### src/shared/pgp_pkg.sv
// Constants for the port 0 general-purpose pin block.
// Assumes an 8-bit CPU reaching the block through its special function space.
package pgp_pkg;

  // Geometry
  localparam int PORT_W = 8;
  localparam int ADDR_W = 6;

  // Register offsets inside the special function space
  localparam logic [5:0] OFS_OUTPUT_LATCH = 6'h00;
  localparam logic [5:0] OFS_DRIVE_SELECT = 6'h08;
  localparam logic [5:0] OFS_PIN_READBACK = 6'h0b;

  // Values after reset
  localparam logic [7:0] RST_OUTPUT_LATCH = 8'hff;
  localparam logic [7:0] RST_DRIVE_SELECT = 8'h00;
  localparam logic [7:0] RST_READ_DATA = 8'h00;

  // Answer to a read of an address this block does not own
  localparam logic [7:0] UNMAPPED_READ = 8'h00;

endpackage

### src/hdl/pgp_port0.sv
// Port 0 general-purpose pins: output latch, per-bit drive select, pin readback.
// Holds the port storage, the pin output stage control and the read mux.
// Pins have no input latch; software sees the level present at the strobe.
// Assumes the CPU pulses sfrRdStb in the first read state and sfrWrStb in the
// second write state; pins are resolved outside from pinOut and pinOeN.
`timescale 1ns/1ps
module pgp_port0
#(
  parameter int PORT_W = pgp_pkg::PORT_W,
  parameter int ADDR_W = pgp_pkg::ADDR_W
)
(
  input wire logic clk,
  input wire logic sys_rst,
  input wire logic [ADDR_W-1:0] sfrAddr,
  input wire logic sfrRdStb,
  input wire logic sfrWrStb,
  input wire logic [7:0] sfrWrData,
  output logic [7:0] sfrRdData,
  output logic sfrRdValid,
  input wire logic [PORT_W-1:0] pinIn,
  input wire logic [PORT_W-1:0] periphOut,
  output logic [PORT_W-1:0] pinOut,
  output logic [PORT_W-1:0] pinOeN
);

  // Data bus is a byte and the map holds the low sixty-four addresses
  initial
  begin
    if (PORT_W < 1 || PORT_W > 8)
      $error("PORT_W must lie between 1 and 8");
    if (ADDR_W != 6)
      $error("ADDR_W must be 6 to cover the special function space");
  end

  logic [PORT_W-1:0] latch_reg;
  logic [PORT_W-1:0] latch_next;
  logic [PORT_W-1:0] driveSel_reg;
  logic [PORT_W-1:0] driveSel_next;
  logic [7:0] rdData_reg;
  logic [7:0] rdData_next;
  logic rdValid_reg;
  logic [PORT_W-1:0] pinOut_reg;
  logic [PORT_W-1:0] pinOut_next;
  logic [PORT_W-1:0] pinOeN_reg;
  logic [PORT_W-1:0] pinOeN_next;

  // Address decode over the special function space
  wire hitLatch = (sfrAddr == pgp_pkg::OFS_OUTPUT_LATCH);
  wire hitSelect = (sfrAddr == pgp_pkg::OFS_DRIVE_SELECT);
  wire hitReadback = (sfrAddr == pgp_pkg::OFS_PIN_READBACK);
  wire wrLatch = sfrWrStb && hitLatch;
  wire wrSelect = sfrWrStb && hitSelect;
  wire [7:0] latchWide = 8'(latch_reg);
  wire [7:0] selWide = 8'(driveSel_reg);
  wire [7:0] pinWide = 8'(pinIn);

  // Write in the second write state updates the latch or the drive select
  assign latch_next = wrLatch ? sfrWrData[PORT_W-1:0] : latch_reg;
  assign driveSel_next = wrSelect ? sfrWrData[PORT_W-1:0] : driveSel_reg;

  // Readback is read-only: a write there touches nothing
  // Pins are sampled live with no capture latch
  assign rdData_next = !sfrRdStb ? rdData_reg :
                       hitLatch ? latchWide :
                       hitSelect ? selWide :
                       hitReadback ? pinWide :
                       pgp_pkg::UNMAPPED_READ;

  // Per-pin output stage, fed from the next latch value so the pin moves
  // at the same edge as the latch rather than a cycle later
  genvar i;
  generate
    for (i = 0; i < PORT_W; i++)
    begin : gPin
      wire level = latch_next[i] & periphOut[i];
      // Push-pull drives both levels; open drain only sinks
      assign pinOut_next[i] = driveSel_next[i] ? level : 1'b0;
      assign pinOeN_next[i] = driveSel_next[i] ? 1'b0 : level;
    end
  endgenerate

  // Storage registers, reset to latch high and open drain
  always_ff @(posedge clk)
  begin
    if (sys_rst)
    begin
      latch_reg <= PORT_W'(pgp_pkg::RST_OUTPUT_LATCH);
      driveSel_reg <= PORT_W'(pgp_pkg::RST_DRIVE_SELECT);
    end
    else
    begin
      latch_reg <= latch_next;
      driveSel_reg <= driveSel_next;
    end
  end

  // Read data and pin drive flops; pins float during reset
  always_ff @(posedge clk)
  begin
    if (sys_rst)
    begin
      rdData_reg <= pgp_pkg::RST_READ_DATA;
      rdValid_reg <= 1'b0;
      pinOut_reg <= '0;
      pinOeN_reg <= '1;
    end
    else
    begin
      rdData_reg <= rdData_next;
      rdValid_reg <= sfrRdStb;
      pinOut_reg <= pinOut_next;
      pinOeN_reg <= pinOeN_next;
    end
  end

  // Outputs come straight from flops so pins never glitch on decode
  assign sfrRdData = rdData_reg;
  assign sfrRdValid = rdValid_reg;
  assign pinOut = pinOut_reg;
  assign pinOeN = pinOeN_reg;

  // Latch write lands at the next edge
  AST_LATCH_WRITE: assert property (@(posedge clk) disable iff (sys_rst)
    wrLatch |=> latch_reg == $past(sfrWrData[PORT_W-1:0]))
    else $error("output latch did not take written value");

  // Push-pull pin shows written data right after the write
  AST_WRITE_TO_PIN: assert property (@(posedge clk) disable iff (sys_rst)
    wrLatch && (&driveSel_reg) && !wrSelect |=>
      pinOut == ($past(sfrWrData[PORT_W-1:0]) & $past(periphOut)) && pinOeN == '0)
    else $error("pin did not follow latch write");

  // Readback returns the pins seen in the strobe cycle
  AST_PIN_SAMPLE: assert property (@(posedge clk) disable iff (sys_rst)
    sfrRdStb && hitReadback |=> sfrRdData == 8'($past(pinIn)) && sfrRdValid)
    else $error("readback did not return sampled pins");

  // Latch read returns stored latch
  AST_LATCH_READ: assert property (@(posedge clk) disable iff (sys_rst)
    sfrRdStb && hitLatch |=> sfrRdData == 8'($past(latch_reg)))
    else $error("latch read returned wrong data");

  // Values after reset release
  AST_RESET_VALUES: assert property (@(posedge clk) disable iff (sys_rst)
    $past(sys_rst) |-> latch_reg == PORT_W'(pgp_pkg::RST_OUTPUT_LATCH)
      && driveSel_reg == '0 && pinOeN == '1)
    else $error("reset values wrong");

  // Writes to the readback address change nothing
  AST_READBACK_RO: assert property (@(posedge clk) disable iff (sys_rst)
    sfrWrStb && hitReadback |=> $stable(latch_reg) && $stable(driveSel_reg))
    else $error("write to readback altered state");

  // Push-pull bits never float
  AST_PUSH_PULL: assert property (@(posedge clk) disable iff (sys_rst)
    $stable(driveSel_reg) && (&driveSel_reg) && !$past(sys_rst) |-> pinOeN == '0)
    else $error("push-pull pin left undriven");

  // Open drain floats only when latch and peripheral are both high
  AST_OPEN_DRAIN: assert property (@(posedge clk) disable iff (sys_rst)
    !$past(sys_rst) && ~|driveSel_reg && $stable(driveSel_reg) && $stable(latch_reg)
      |-> pinOeN == ($past(latch_reg) & $past(periphOut)) && pinOut == '0)
    else $error("open drain level wrong");

  // Addresses outside the block read as zero
  AST_UNMAPPED: assert property (@(posedge clk) disable iff (sys_rst)
    sfrRdStb && !hitLatch && !hitSelect && !hitReadback |=>
      sfrRdData == pgp_pkg::UNMAPPED_READ)
    else $error("unmapped read not zero");

  // Checks below watch the storage, the read path and the pin stage.
  // Pin outputs lag periphOut by one edge, so pin checks use its past value.
  // Checks right after reset release are guarded: the pin flops still show
  // their reset values for one edge.

  // Drive select write lands at the next edge
  AST_SELECT_WRITE: assert property (@(posedge clk) disable iff (sys_rst)
    wrSelect |=> driveSel_reg == $past(sfrWrData[PORT_W-1:0]))
    else $error("drive select did not take written value");

  // Latch keeps its value when not written
  AST_LATCH_HOLD: assert property (@(posedge clk) disable iff (sys_rst)
    !wrLatch |=> $stable(latch_reg))
    else $error("output latch changed without write");

  // Drive select keeps its value when not written
  AST_SELECT_HOLD: assert property (@(posedge clk) disable iff (sys_rst)
    !wrSelect |=> $stable(driveSel_reg))
    else $error("drive select changed without write");

  // Every read strobe is answered one edge later
  AST_VALID_AFTER_READ: assert property (@(posedge clk) disable iff (sys_rst)
    sfrRdStb |=> sfrRdValid)
    else $error("read not answered");

  // No answer without a read strobe
  AST_VALID_NO_READ: assert property (@(posedge clk) disable iff (sys_rst)
    !sfrRdStb |=> !sfrRdValid)
    else $error("read valid without strobe");

  // Valid always traces back to a strobe
  AST_VALID_SOURCE: assert property (@(posedge clk) disable iff (sys_rst)
    sfrRdValid |-> $past(sfrRdStb))
    else $error("read valid has no source strobe");

  // Read data holds until the next read
  AST_RDDATA_HOLD: assert property (@(posedge clk) disable iff (sys_rst)
    !sfrRdStb |=> $stable(sfrRdData))
    else $error("read data moved without read");

  // Drive select read returns the stored select
  AST_SELECT_READ: assert property (@(posedge clk) disable iff (sys_rst)
    sfrRdStb && hitSelect |=> sfrRdData == 8'($past(driveSel_reg)))
    else $error("drive select read returned wrong data");

  // Pin level follows select, latch and peripheral
  AST_PIN_LEVEL: assert property (@(posedge clk) disable iff (sys_rst)
    !$past(sys_rst) |-> pinOut == (driveSel_reg & latch_reg & $past(periphOut)))
    else $error("pin level wrong");

  // Pin enable follows select, latch and peripheral
  AST_PIN_ENABLE: assert property (@(posedge clk) disable iff (sys_rst)
    !$past(sys_rst) |-> pinOeN == (~driveSel_reg & latch_reg & $past(periphOut)))
    else $error("pin enable wrong");

  // A floating pin never carries a high drive level
  AST_NO_HIGH_WHILE_FLOAT: assert property (@(posedge clk) disable iff (sys_rst)
    (pinOut & pinOeN) == '0)
    else $error("high level on floating pin");

  // Latch write leaves drive select alone
  AST_LATCH_WRITE_ONLY: assert property (@(posedge clk) disable iff (sys_rst)
    wrLatch |=> $stable(driveSel_reg))
    else $error("latch write altered drive select");

  // Drive select write leaves the latch alone
  AST_SELECT_WRITE_ONLY: assert property (@(posedge clk) disable iff (sys_rst)
    wrSelect |=> $stable(latch_reg))
    else $error("drive select write altered latch");

  // Reads have no side effect on storage
  AST_READ_NO_EFFECT: assert property (@(posedge clk) disable iff (sys_rst)
    sfrRdStb && !sfrWrStb |=> $stable(latch_reg) && $stable(driveSel_reg))
    else $error("read altered storage");

  // Writes outside the block change nothing
  AST_UNMAPPED_WRITE: assert property (@(posedge clk) disable iff (sys_rst)
    sfrWrStb && !hitLatch && !hitSelect |=> $stable(latch_reg) && $stable(driveSel_reg))
    else $error("foreign write altered storage");

  // Bits above the port width read as zero
  AST_UPPER_ZERO: assert property (@(posedge clk) disable iff (sys_rst)
    sfrRdStb |=> (sfrRdData >> PORT_W) == 8'h00)
    else $error("bits above port width not zero");

  // Pins stay put while nothing that feeds them moves
  AST_PIN_HOLD: assert property (@(posedge clk) disable iff (sys_rst)
    $stable(latch_reg) && $stable(driveSel_reg) && $past(periphOut) == $past(periphOut, 2)
      && !$past(sys_rst) && !$past(sys_rst, 2) |-> $stable(pinOut) && $stable(pinOeN))
    else $error("pins moved with steady inputs");

  // Open-drain bit with latch low is pulled low
  AST_OD_SINK: assert property (@(posedge clk) disable iff (sys_rst)
    !$past(sys_rst) |-> ((~driveSel_reg & ~latch_reg) & pinOeN) == '0)
    else $error("open drain low bit left floating");

  // Push-pull bits are always driven
  AST_PP_DRIVEN: assert property (@(posedge clk) disable iff (sys_rst)
    !$past(sys_rst) |-> (driveSel_reg & pinOeN) == '0)
    else $error("push-pull bit floating");

  // A latch bit at zero never shows high
  AST_LATCH_ZERO_LOW: assert property (@(posedge clk) disable iff (sys_rst)
    !$past(sys_rst) |-> (~latch_reg & pinOut) == '0)
    else $error("zero latch bit shows high");

  // Peripheral low pulls its pin whatever the mode
  AST_PERIPH_GATE: assert property (@(posedge clk) disable iff (sys_rst)
    !$past(sys_rst) |-> (~$past(periphOut) & (pinOut | pinOeN)) == '0)
    else $error("peripheral low did not pull pin");

  // Write to readback leaves read data alone
  AST_READBACK_WRITE: assert property (@(posedge clk) disable iff (sys_rst)
    sfrWrStb && hitReadback && !sfrRdStb |=> $stable(sfrRdData))
    else $error("write to readback moved read data");

  // Open-drain pins follow a latch write at once
  AST_WRITE_TO_OD: assert property (@(posedge clk) disable iff (sys_rst)
    wrLatch && ~|driveSel_reg && !wrSelect |=>
      pinOeN == ($past(sfrWrData[PORT_W-1:0]) & $past(periphOut)) && pinOut == '0)
    else $error("open drain pin did not follow latch write");

  // Drive select write switches the stage at once
  AST_SELECT_TO_PIN: assert property (@(posedge clk) disable iff (sys_rst)
    wrSelect && !wrLatch |=>
      pinOeN == (~$past(sfrWrData[PORT_W-1:0]) & $past(latch_reg) & $past(periphOut)))
    else $error("pin stage did not follow select write");

  // Unmapped reads are still answered
  AST_UNMAPPED_VALID: assert property (@(posedge clk) disable iff (sys_rst)
    sfrRdStb && !hitLatch && !hitSelect && !hitReadback |=> sfrRdValid)
    else $error("unmapped read not answered");

  // Read path and pin level show reset values at release
  AST_RESET_OUTPUTS: assert property (@(posedge clk) disable iff (sys_rst)
    $past(sys_rst) |-> pinOut == '0 && !sfrRdValid && sfrRdData == pgp_pkg::RST_READ_DATA)
    else $error("outputs not at reset values");

endmodule

### config.mk
export PLATFORM = sky130hd
export DESIGN_NAME = pgp_port0
export DESIGN_NICKNAME = d
export VERILOG_FILES = /design/src/shared/pgp_pkg.sv /design/src/hdl/pgp_port0.sv
export SDC_FILE = /design/constraint.sdc
export NUM_CORES = 1
export LEC_CHECK = 0
export ABC_AREA = 1
export BUFFER_PORTS_ARGS = -buffer_cell sky130_fd_sc_hd__buf_2
export CAP_MARGIN = 20
export CORE_MARGIN = 5
export CORE_UTILIZATION = 49
export CTS_CLUSTER_SIZE = 40
export DETAILED_ROUTE_END_ITERATION = 6
export GPL_ROUTABILITY_DRIVEN = 0
export PLACE_DENSITY = 0.78
export SLEW_MARGIN = 10
export SYNTH_ARGS = -nofsm -noshare
export SYNTH_HDL_FRONTEND = slang
export SYNTH_SLANG_ARGS = --single-unit
### constraint.sdc
create_clock -name clk -period 1.16 [get_ports clk]
set_input_delay 0.174 -clock clk [delete_from_list [all_inputs] [get_ports clk]]
set_output_delay 0.174 -clock clk [all_outputs]
set_load 0.03 [all_outputs]
Word level (Yosys, flattened, before mapping)

Index checks and enable logic that the tools add are counted.

Multiplexer cells: 13
Reduce and logical (&&, ||, !) cells: 11
Bitwise gates (word level): 16
Eq/ne operators: 2

Operators with widths:

| kind               | count |
|---|---|
| $mux 8             | 5 |
| $reduce_or 2->1    | 8 |
| $eq 6x4->1 const B | 2 |
| $and 1x1->1        | 8 |
| $mux 1             | 8 |
| $not 1->1          | 8 |
| $logic_not 6->1    | 1 |
| $logic_and 1x1->1  | 2 |

Flip-flop bits (word level): 41
Output and inout bits: 25
Logic and storage cells: 55
Bits of input ports: 34

Longest topological paths before layout

Gate-level depths: netlist of run 1.

Word-level depth: 5
Gate-level depth with buffers: 8
Depth with buffers taken out: 8

Least setup slack after synthesis of run 1

No wires, ideal clock.

Path type: input-to-reg
Start: input port sfrAddr[0]
End: register pinOeN_reg[5], in the netlist pinOeN[5]
Required time: 1041 ps
Stages on the path: 7
Setup slack: 95 ps
Setup time: 119 ps
Path buffers: 1
Arrival time: 946 ps
Cells stage by stage: nor2_4 -> nand2_4 -> nor2_4 -> buf_6 -> nand3_1 -> nand3_1 -> o21bai_1

Longest elaborated chain between the ends: 5
Elaborated cells between the ends (all ways): 8
Classes of those cells: eq/ne (1); mux (3); bitwise (1); reduce/logical (3)

RTL lines:

| element              | RTL line         | source |
|---|---|---|
| from (decl)          | pgp_port0.sv:15  | `input wire logic [ADDR_W-1:0] sfrAddr,` |
| $logic_not 6->1      | pgp_port0.sv:49  | `wire hitLatch = (sfrAddr == pgp_pkg::OFS_OUTPUT_LATCH);` |
| $logic_and 1x1->1    | pgp_port0.sv:52  | `wire wrLatch = sfrWrStb && hitLatch;` |
| $mux 8               | pgp_port0.sv:59  | `assign latch_next = wrLatch ? sfrWrData[PORT_W-1:0] : latch_reg;` |
| $and 1x1->1          | pgp_port0.sv:76  | `wire level = latch_next[i] & periphOut[i];` |
| $mux 1 (*)           | pgp_port0.sv:79  | `assign pinOeN_next[i] = driveSel_next[i] ? 1'b0 : level;` |
| to (signal assigned) | pgp_port0.sv:113 | `pinOeN_reg <= pinOeN_next;` |
| to (decl)            | pgp_port0.sv:45  | `logic [PORT_W-1:0] pinOeN_reg;` |

Every way passes the cells marked *; elsewhere a longest branch is shown, timed or not.
A chain may end at the register's enable or synchronous reset.

Final worst setup path of run 1

Start: register rdData_reg[7], in the netlist sfrRdData[7]
End: output port sfrRdData[7]

RTL lines:

| element                | RTL line         | source |
|---|---|---|
| from (decl)            | pgp_port0.sv:40  | `logic [7:0] rdData_reg;` |
| from (signal assigned) | pgp_port0.sv:103 | `rdData_reg <= pgp_pkg::RST_READ_DATA;` |
| from (signal assigned) | pgp_port0.sv:110 | `rdData_reg <= rdData_next;` |
| to (decl)              | pgp_port0.sv:19  | `output logic [7:0] sfrRdData,` |

No word-level cell between the ends.

==> qor.csv, run 1 <==
metric;value;unit
status;finished, final reports clean;
Crit-path slowest cell;dfxtp_1;
CTS resizes;0;
DRT Wirelength;4390;um
register area share after synthesis;46.7;%
TritonCTS buffer count;5;
# IOs;59;
Die Width;69.9;um
crit-path max FO;2;
Final nets;346;
sw power;701;uW
final hold slack;0.0444;ns
final setup margin;0.0417;ns
clk_skew;0.00282;ns
Vert. Die Dim;69.9;um
sequential power share;52.2;%
CTS root buf;clkbuf_4;
Logic pwr share;12.3;%
vias post-DR;1711;
Post-Syn Instances;236;
Core Box Area;3420;um^2
Sw Ratio;25.2;%
row cnt;21;
drt wl/cell;12.2;um
share of layout cells above drive strength 1;29.7;%
max layer used;met4;
htree depth;2;
Max VDD drop;0.000584;V
max_cap viols;0;
Slew Limit Headroom;79.9;%
Hold Violations, Final;0;
Synth cell types;20;
crit path DAT;0.94;ns
Tightest Pin Transition;0.300;ns
clock tree buffer depth;2;
Final Max Tran Viols;0;
FMAX;0.894;GHz
nature of the critical path endpoint;primary output;
grt total ovfl;0;
DP Worst Slack;-0.100;ns
yosys warns;0;
Die ar.;4890;um^2
Crit path max-delay family;flip-flops;
GRT Overall Usage;18.5;%
Final ANT Viol Nets;0;
CP Buf/Inv Count;1;
crit-path cells;buf_2;
DRT met1 WL;1880;um
Clk pin slew, worst setup/hold paths;0.12;ns
Vias/cell;4.77;
Tcrit/Tclk final;96.4;%
DRC;0;
Syn-to-layout area delta;30.2;%
postcts setup bufs;0;
CTS Hold Bufs;0;
number of global-route vias before repair;1693;
largest net degree at the start of global routing;19;
setup repair after global routing missed its margin;no;
crit path time final;1.12;ns
fin util;67.0;%
CTS tree;yes;
met2 wire len;2060;um
clock share of power;35.5;%
TritonCTS Sinks;41;
critical path class;reg2out;
Power Density;1220;nW/um^2
initial antenna violation count;0;
Pint;2090;uW
IO Port Bufs;58;
Largest stage delay, worst path;0.38;ns
antenna cells;0;
Final setup viols;0;
CP Launch Type;flip-flop;
Leakage Power;0.00128;uW
hold crit path type;in2reg;
Critical Path RT;0.99;ns
total power;2790;uW
placed wire-length estimate;3320;um
Seq cells post-synth;41;
first-pass GRT wire length;7360;um
Iter 0 DRT Violations;164;
Skew-Pair Late Insertion Delay;0.35;ns
Syn Nets;270;
mapped cell area;1760;um^2
Met3 Wirelength;403;um
average size of a mapped cell;7.45;um^2
Detailed Routing Iterations Pass 1;4;
Initial Util;51.5;%
## synthesized netlist by cell type, drive strengths merged
cell | count | area (um^2)
nor3 | 1 | 10.0
clkinv | 2 | 7.51
clkbuf | 1 | 3.75
nand3 | 31 | 168
dfxtp | 41 | 821
o21ai | 11 | 55.1
nand2 | 70 | 278
nor2 | 17 | 110
buf | 4 | 31.3
a21oi | 16 | 80.1
o21bai | 5 | 37.5
inv | 36 | 135
nand4 | 1 | 21.3
## logic make-up after synthesis
| group | synth area share, % |
|---|---|
| DFF | 46.7 |
| buffers and inverters | 10.1 |
| AOI/OAI and AO/OA | 9.82 |
| and+or+nand+nor | 33.4 |
## placed cells by master, fill, tap and decap left out, drive strengths merged, types with 2 or more instances in the layout
master,instances
a21oi,16
buf,74
clkbuf,7
clkinv,2
dfxtp,41
inv,36
nand2,70
nand3,31
nor2,17
o21ai,11
o21bai,5
## metrics by stage
| stage | setup TNS, ns | instance area, um^2 | cells |
|---|---|---|---|
| finish | 0 | 2290 | 359 |
| global route | 0 | 2290 | 359 |
| CTS | 0 | 2290 | 359 |
| detailed placement | -1.46 | 2200 | 351 |
| global placement | -0.842 | 2200 | 351 |
| floorplan | 0 | 1760 | 236 |
## worst paths after layout
kind	startpoint	endpoint	slack (ns)	depth (start not counted)
min reg2reg	latchWide[0]	latchWide[0]	0.52	2
min	periphOut[0]	pinOut[0]	0.04	3
max	sfrRdData[7]	sfrRdData[7]	0.04	1
max reg2reg	driveSel_reg[0]	sfrRdData[0]	0.38	4
## per-layer routing
metal | up-vias | global-route usage (%)
met3 | 6 | 5.88
met5 | - | 0
met2 | 74 | 31.7
met1 | 743 | 21.9
li1 | 888 | -
met4 | 0 | 5.74
## layout make-up
cell class	count	area, um^2
multi-input combinational	152	759
inverter	38	143
clock buffer	7	55.1
tap	46	57.6
sequential	41	821
clock inverter	1	30.0
fill	318	1130
timing repair buffer	74	423
## power groups by stage
stage,combinational [uW],clock [uW],sequential [uW]
finish,342,989,1460
floorplan,120,0,1550
CTS,345,991,1460
detailed placement,343,0,1490
global route,372,1050,1460
global placement,338,0,1490
No activity file was read; power rests on OpenSTA's default activity.
==> run 2, diff against run 1 <==
--- a/config.mk
+++ b/config.mk
@@ -14,6 +14,7 @@
 export DETAILED_ROUTE_END_ITERATION = 6
 export GPL_ROUTABILITY_DRIVEN = 0
 export PLACE_DENSITY = 0.78
+export RECOVER_POWER = 100
 export SLEW_MARGIN = 10
 export SYNTH_ARGS = -nofsm -noshare
 export SYNTH_HDL_FRONTEND = slang
==> run 2 against run 1 <==
Against the previous run:
- critical path depth stayed put
- critical path type unchanged
- clock-buffer cell count is the same
- maximum frequency increased by 0.84%
- core utilization is 0.51 points lower
- combinational power decreased by 2%
- setup slack gained 0.0093 ns
- final area fell by 0.77%
- critical endpoint unchanged
==> qor.csv, run 2 (same netlist as run 1, synthesis figures left out) <==
metric;value;unit
Reg2Reg Setup Slack;0.37;ns
DRT Wirelength;4330;um
Vert. Die Dim;69.9;um
hold crit path type;in2reg;
Largest stage delay, worst path;0.38;ns
fill cell count;323;
htree depth;2;
FMAX;0.902;GHz
DRC;0;
CP Buf/Inv Count;1;
sw power;692;uW
Vias/cell;4.76;
final instance area;2270;um^2
sequential power share;52.5;%
drt wl/cell;12.1;um
postcts setup bufs;0;
clock tree buffer depth;2;
Pint;2080;uW
Worst R2R Start;driveSel_reg[0];
Non-Filler Instances;359;
crit path DAT;0.93;ns
crit-path cells;buf_2;
Slew Limit Headroom;79.8;%
Tightest Pin Transition;0.302;ns
grt total ovfl;0;
Hold Violations, Final;0;
Power Density;1220;nW/um^2
Max VDD drop;0.000584;V
critical path class;reg2out;
hold depth;3;
placed wire-length estimate;3320;um
# IOs;59;
Die Width;69.9;um
CTS Hold Bufs;0;
TritonCTS buffer count;5;
Logic pwr share;12.1;%
Core Box Area;3420;um^2
Critical Path RT;0.99;ns
nature of the critical path endpoint;primary output;
largest net degree at the start of global routing;19;
TritonCTS Sinks;41;
Crit-path slowest cell;dfxtp_1;
row cnt;21;
CP Launch Type;flip-flop;
reg2reg end;sfrRdData[0];
Clk pin slew, worst setup/hold paths;0.12;ns
CTS resizes;0;
CTS tree;yes;
clk_skew;0.00807;ns
sink of the worst hold path;pinOut[0];
vias post-DR;1708;
Skew-Pair Late Insertion Delay;0.35;ns
Final Max Tran Viols;0;
total power;2780;uW
Final ANT Viol Nets;0;
antenna cells;0;
Iter 0 DRT Violations;153;
Placed Instances;351;
Hold Startpoint;periphOut[0];
crit-path max FO;2;
CTS root buf;clkbuf_4;
status;finished, final reports clean;
Tcrit/Tclk final;95.6;%
clock share of power;35.4;%
max_cap viols;0;
first-pass GRT wire length;7360;um
final hold slack;0.0468;ns
crit path time final;1.11;ns
IO Port Bufs;58;
Final setup viols;0;
setup repair after global routing missed its margin;no;
Worst Reg-to-Reg Cells;4;
number of global-route vias before repair;1693;
Initial Util;51.5;%
commonest non-fill, non-tap cells in the layout;69 x nand2_1, 41 x dfxtp_1, 36 x inv_1, 35 x buf_2, 30 x nand3_1;
commonest non-fill, non-tap cell in the layout;nand2_1;
Die ar.;4890;um^2
Syn-to-layout area delta;29.2;%
Detailed Routing Iterations Pass 1;4;
GRT Overall Usage;18.5;%
share of layout cells above drive strength 1;28.8;%
Sw Ratio;24.9;%
initial antenna violation count;0;
Final nets;346;
dpl cell area;2200;um^2
Crit path max-delay family;flip-flops;
Leakage Power;0.00127;uW
-- run 2: changes by cell type in the layout (fill, tap and decap cells not counted), sizes merged --
cell | previous run | this run
buf | 74 | 49
clkbuf | 7 | 32
-- run 2: metrics by stage --
| step | utilization (%) | setup slack [ns] | TNS, ns |
|---|---|---|---|
| floorplan | - | 0.0947 | 0 |
| CTS | 67.0 | 0.0454 | 0 |
| global route | 66.5 | 0.0111 | 0 |
| detailed placement | 64.5 | -0.100 | -1.46 |
| finish | 66.5 | 0.0510 | 0 |
| global placement | 64.5 | -0.0692 | -0.842 |
-- run 2: power groups by stage --
stage          logic, uW  clock network, uW  registers (uW)
2_1_floorplan        120                  0            1550
3_3_place_gp         338                  0            1490
3_5_place_dp         343                  0            1490
4_1_cts              345                991            1460
5_1_grt              366               1050            1460
6_report             335                984            1460
-- run 2: layout make-up --
| type | instances | area (um^2) | share of cell area, % |
|---|---|---|---|
| clock inverters | 1 | 30.0 | 1.32 |
| flip-flops and latches | 41 | 821 | 36.1 |
| inverters | 38 | 143 | 6.28 |
| multi-input cells | 152 | 742 | 32.7 |
| well taps | 46 | 57.6 | 2.53 |
| clock buffers | 7 | 55.1 | 2.42 |
| repair buffers | 74 | 423 | 18.6 |
-- run 2: routing by layer --
metal | up-vias | wire (um) | track usage [%]
li1 | 890 | - | -
met4 | 0 | 50 | 5.74
met1 | 750 | 1850 | 21.9
met5 | - | 0 | 0
met2 | 62 | 2030 | 31.7
met3 | 6 | 402 | 5.88
-- run 2: how the worst max path moves through the flow --
stage                            start  depth (start not counted)      endpoint
final                     sfrRdData[7]                          1  sfrRdData[7]
after global routing      sfrRdData[0]                          1  sfrRdData[0]
after CTS                 sfrRdData[7]                          1  sfrRdData[7]
after detailed placement    sfrAddr[5]                          9     pinOut[6]
after global placement      sfrAddr[5]                          9     pinOut[6]
after floorplan             sfrAddr[0]                          7     pinOeN[5]
==> run 3, diff against run 2 <==
--- a/config.mk
+++ b/config.mk
@@ -13,7 +13,7 @@
 export CTS_CLUSTER_SIZE = 40
 export DETAILED_ROUTE_END_ITERATION = 6
 export GPL_ROUTABILITY_DRIVEN = 0
-export PLACE_DENSITY = 0.78
+export PLACE_DENSITY = 0.87
 export RECOVER_POWER = 100
 export SLEW_MARGIN = 10
 export SYNTH_ARGS = -nofsm -noshare
==> run 3 against run 2 <==
Against the previous run:
- core utilization decreased by 0.40 points
- first-iteration DRC count decreased by 33%
- clock skew decreased by 0.0025 ns
- critical path type unchanged
==> qor.csv, run 3 (same netlist as run 1, synthesis figures left out) <==
metric;value;unit
share of layout cells above drive strength 1;29.1;%
Slew Limit Headroom;78.0;%
sink of the worst hold path;pinOut[7];
DRT Wirelength;4430;um
Initial Util;51.5;%
Final setup viols;0;
Skew-Pair Late Insertion Delay;0.34;ns
TritonCTS buffer count;5;
CP Launch Type;flip-flop;
Final nets;346;
Syn-to-layout area delta;28.4;%
Detailed Routing Iterations Pass 1;4;
Reg2Reg Setup Slack;0.38;ns
crit-path max FO;2;
hold crit path type;in2reg;
commonest non-fill, non-tap cell in the layout;nand2_1;
Die ar.;4890;um^2
Tcrit/Tclk final;94.7;%
fill cell count;305;
nature of the critical path endpoint;primary output;
TritonCTS Sinks;41;
antenna cells;0;
grt total ovfl;0;
crit path time final;1.10;ns
Leakage Power;0.00126;uW
row cnt;21;
status;finished, final reports clean;
Worst R2R Start;driveSel_reg[1];
Worst Reg-to-Reg Cells;4;
max_cap viols;0;
vias post-DR;1801;
Vert. Die Dim;69.9;um
final hold slack;0.0516;ns
drt wl/cell;12.3;um
Crit-path slowest cell;dfxtp_1;
final setup margin;0.0610;ns
DP Worst Slack;-0.126;ns
CP Buf/Inv Count;1;
initial antenna violation count;0;
DRC;0;
Power Density;1100;nW/um^2
Hold Violations, Final;0;
crit-path cells;clkbuf_2;
Crit path max-delay family;flip-flops;
setup repair after global routing missed its margin;no;
Critical Path RT;0.99;ns
postcts setup bufs;0;
commonest non-fill, non-tap cells in the layout;69 x nand2_1, 41 x dfxtp_1, 36 x inv_1, 33 x buf_2, 30 x nand3_1;
Die Width;69.9;um
GRT Overall Usage;18.3;%
Core Box Area;3420;um^2
largest net degree at the start of global routing;28;
clk_skew;0.00558;ns
number of global-route vias before repair;1724;
CTS root buf;clkbuf_4;
htree depth;2;
IO Port Bufs;58;
Tightest Pin Transition;0.329;ns
CTS Hold Bufs;0;
CTS resizes;0;
first-pass GRT wire length;7270;um
hold depth;3;
Hold Startpoint;periphOut[7];
placed wire-length estimate;3490;um
Final ANT Viol Nets;0;
Final Max Tran Viols;0;
FMAX;0.910;GHz
Iter 0 DRT Violations;103;
Max VDD drop;0.000715;V
CTS tree;yes;
Clk pin slew, worst setup/hold paths;0.11;ns
crit path DAT;0.93;ns
Largest stage delay, worst path;0.37;ns
Vias/cell;5.02;
# IOs;59;
reg2reg end;sfrRdData[1];
clock tree buffer depth;2;
critical path class;reg2out;
run 3: cell type report:
type                    instances  area (um^2)  share of cell area [%]
repair buffers                 74          435                    19.3
multi-input cells             152          749                    33.2
clock buffers                   6         41.3                    1.83
flip-flops and latches         41          821                    36.4
well taps                      46         57.6                    2.55
clock inverters                 2         10.0                   0.443
inverters                      38          143                    6.32
run 3: worst max-delay path by stage:
stage	from	end	slack, ns	depth (start not counted)
floorplan	sfrAddr[0]	pinOeN[5]	0.09	7
global placement	sfrAddr[5]	pinOeN[5]	-0.08	8
detailed placement	sfrAddr[5]	pinOut[2]	-0.13	9
CTS	sfrRdData[2]	sfrRdData[2]	0.06	1
global route	sfrRdData[1]	sfrRdData[1]	0.02	1
finish	sfrRdData[2]	sfrRdData[2]	0.06	1
run 3: report_power, final:
part	switching (uW)	internal, uW	leakage (uW)	total [uW]
Combinational	214	127	0.000892	341
Clock	445	231	0.0000320	676
Sequential	12.7	1440	0.000335	1460
run 3: through the flow:
stage | cells | TNS [ns] | area, um^2 | total power (uW) | util, %
floorplan | 236 | 0 | 1760 | 1670 | -
global placement | 351 | -1.12 | 2220 | 1830 | 64.9
detailed placement | 351 | -2.06 | 2220 | 1830 | 64.9
CTS | 359 | 0 | 2270 | 2490 | 66.4
global route | 359 | 0 | 2260 | 2560 | 66.1
finish | 359 | 0 | 2260 | 2470 | 66.1
run 3: metal layers:
layer  vias to the layer above  share of wire [%]  track usage, %
met5                         -                  0               0
met2                        94                 47            31.8
li1                        895                  -               -
met4                         0                1.3            5.74
met1                       804                 41            21.1
met3                         8                 11            6.31
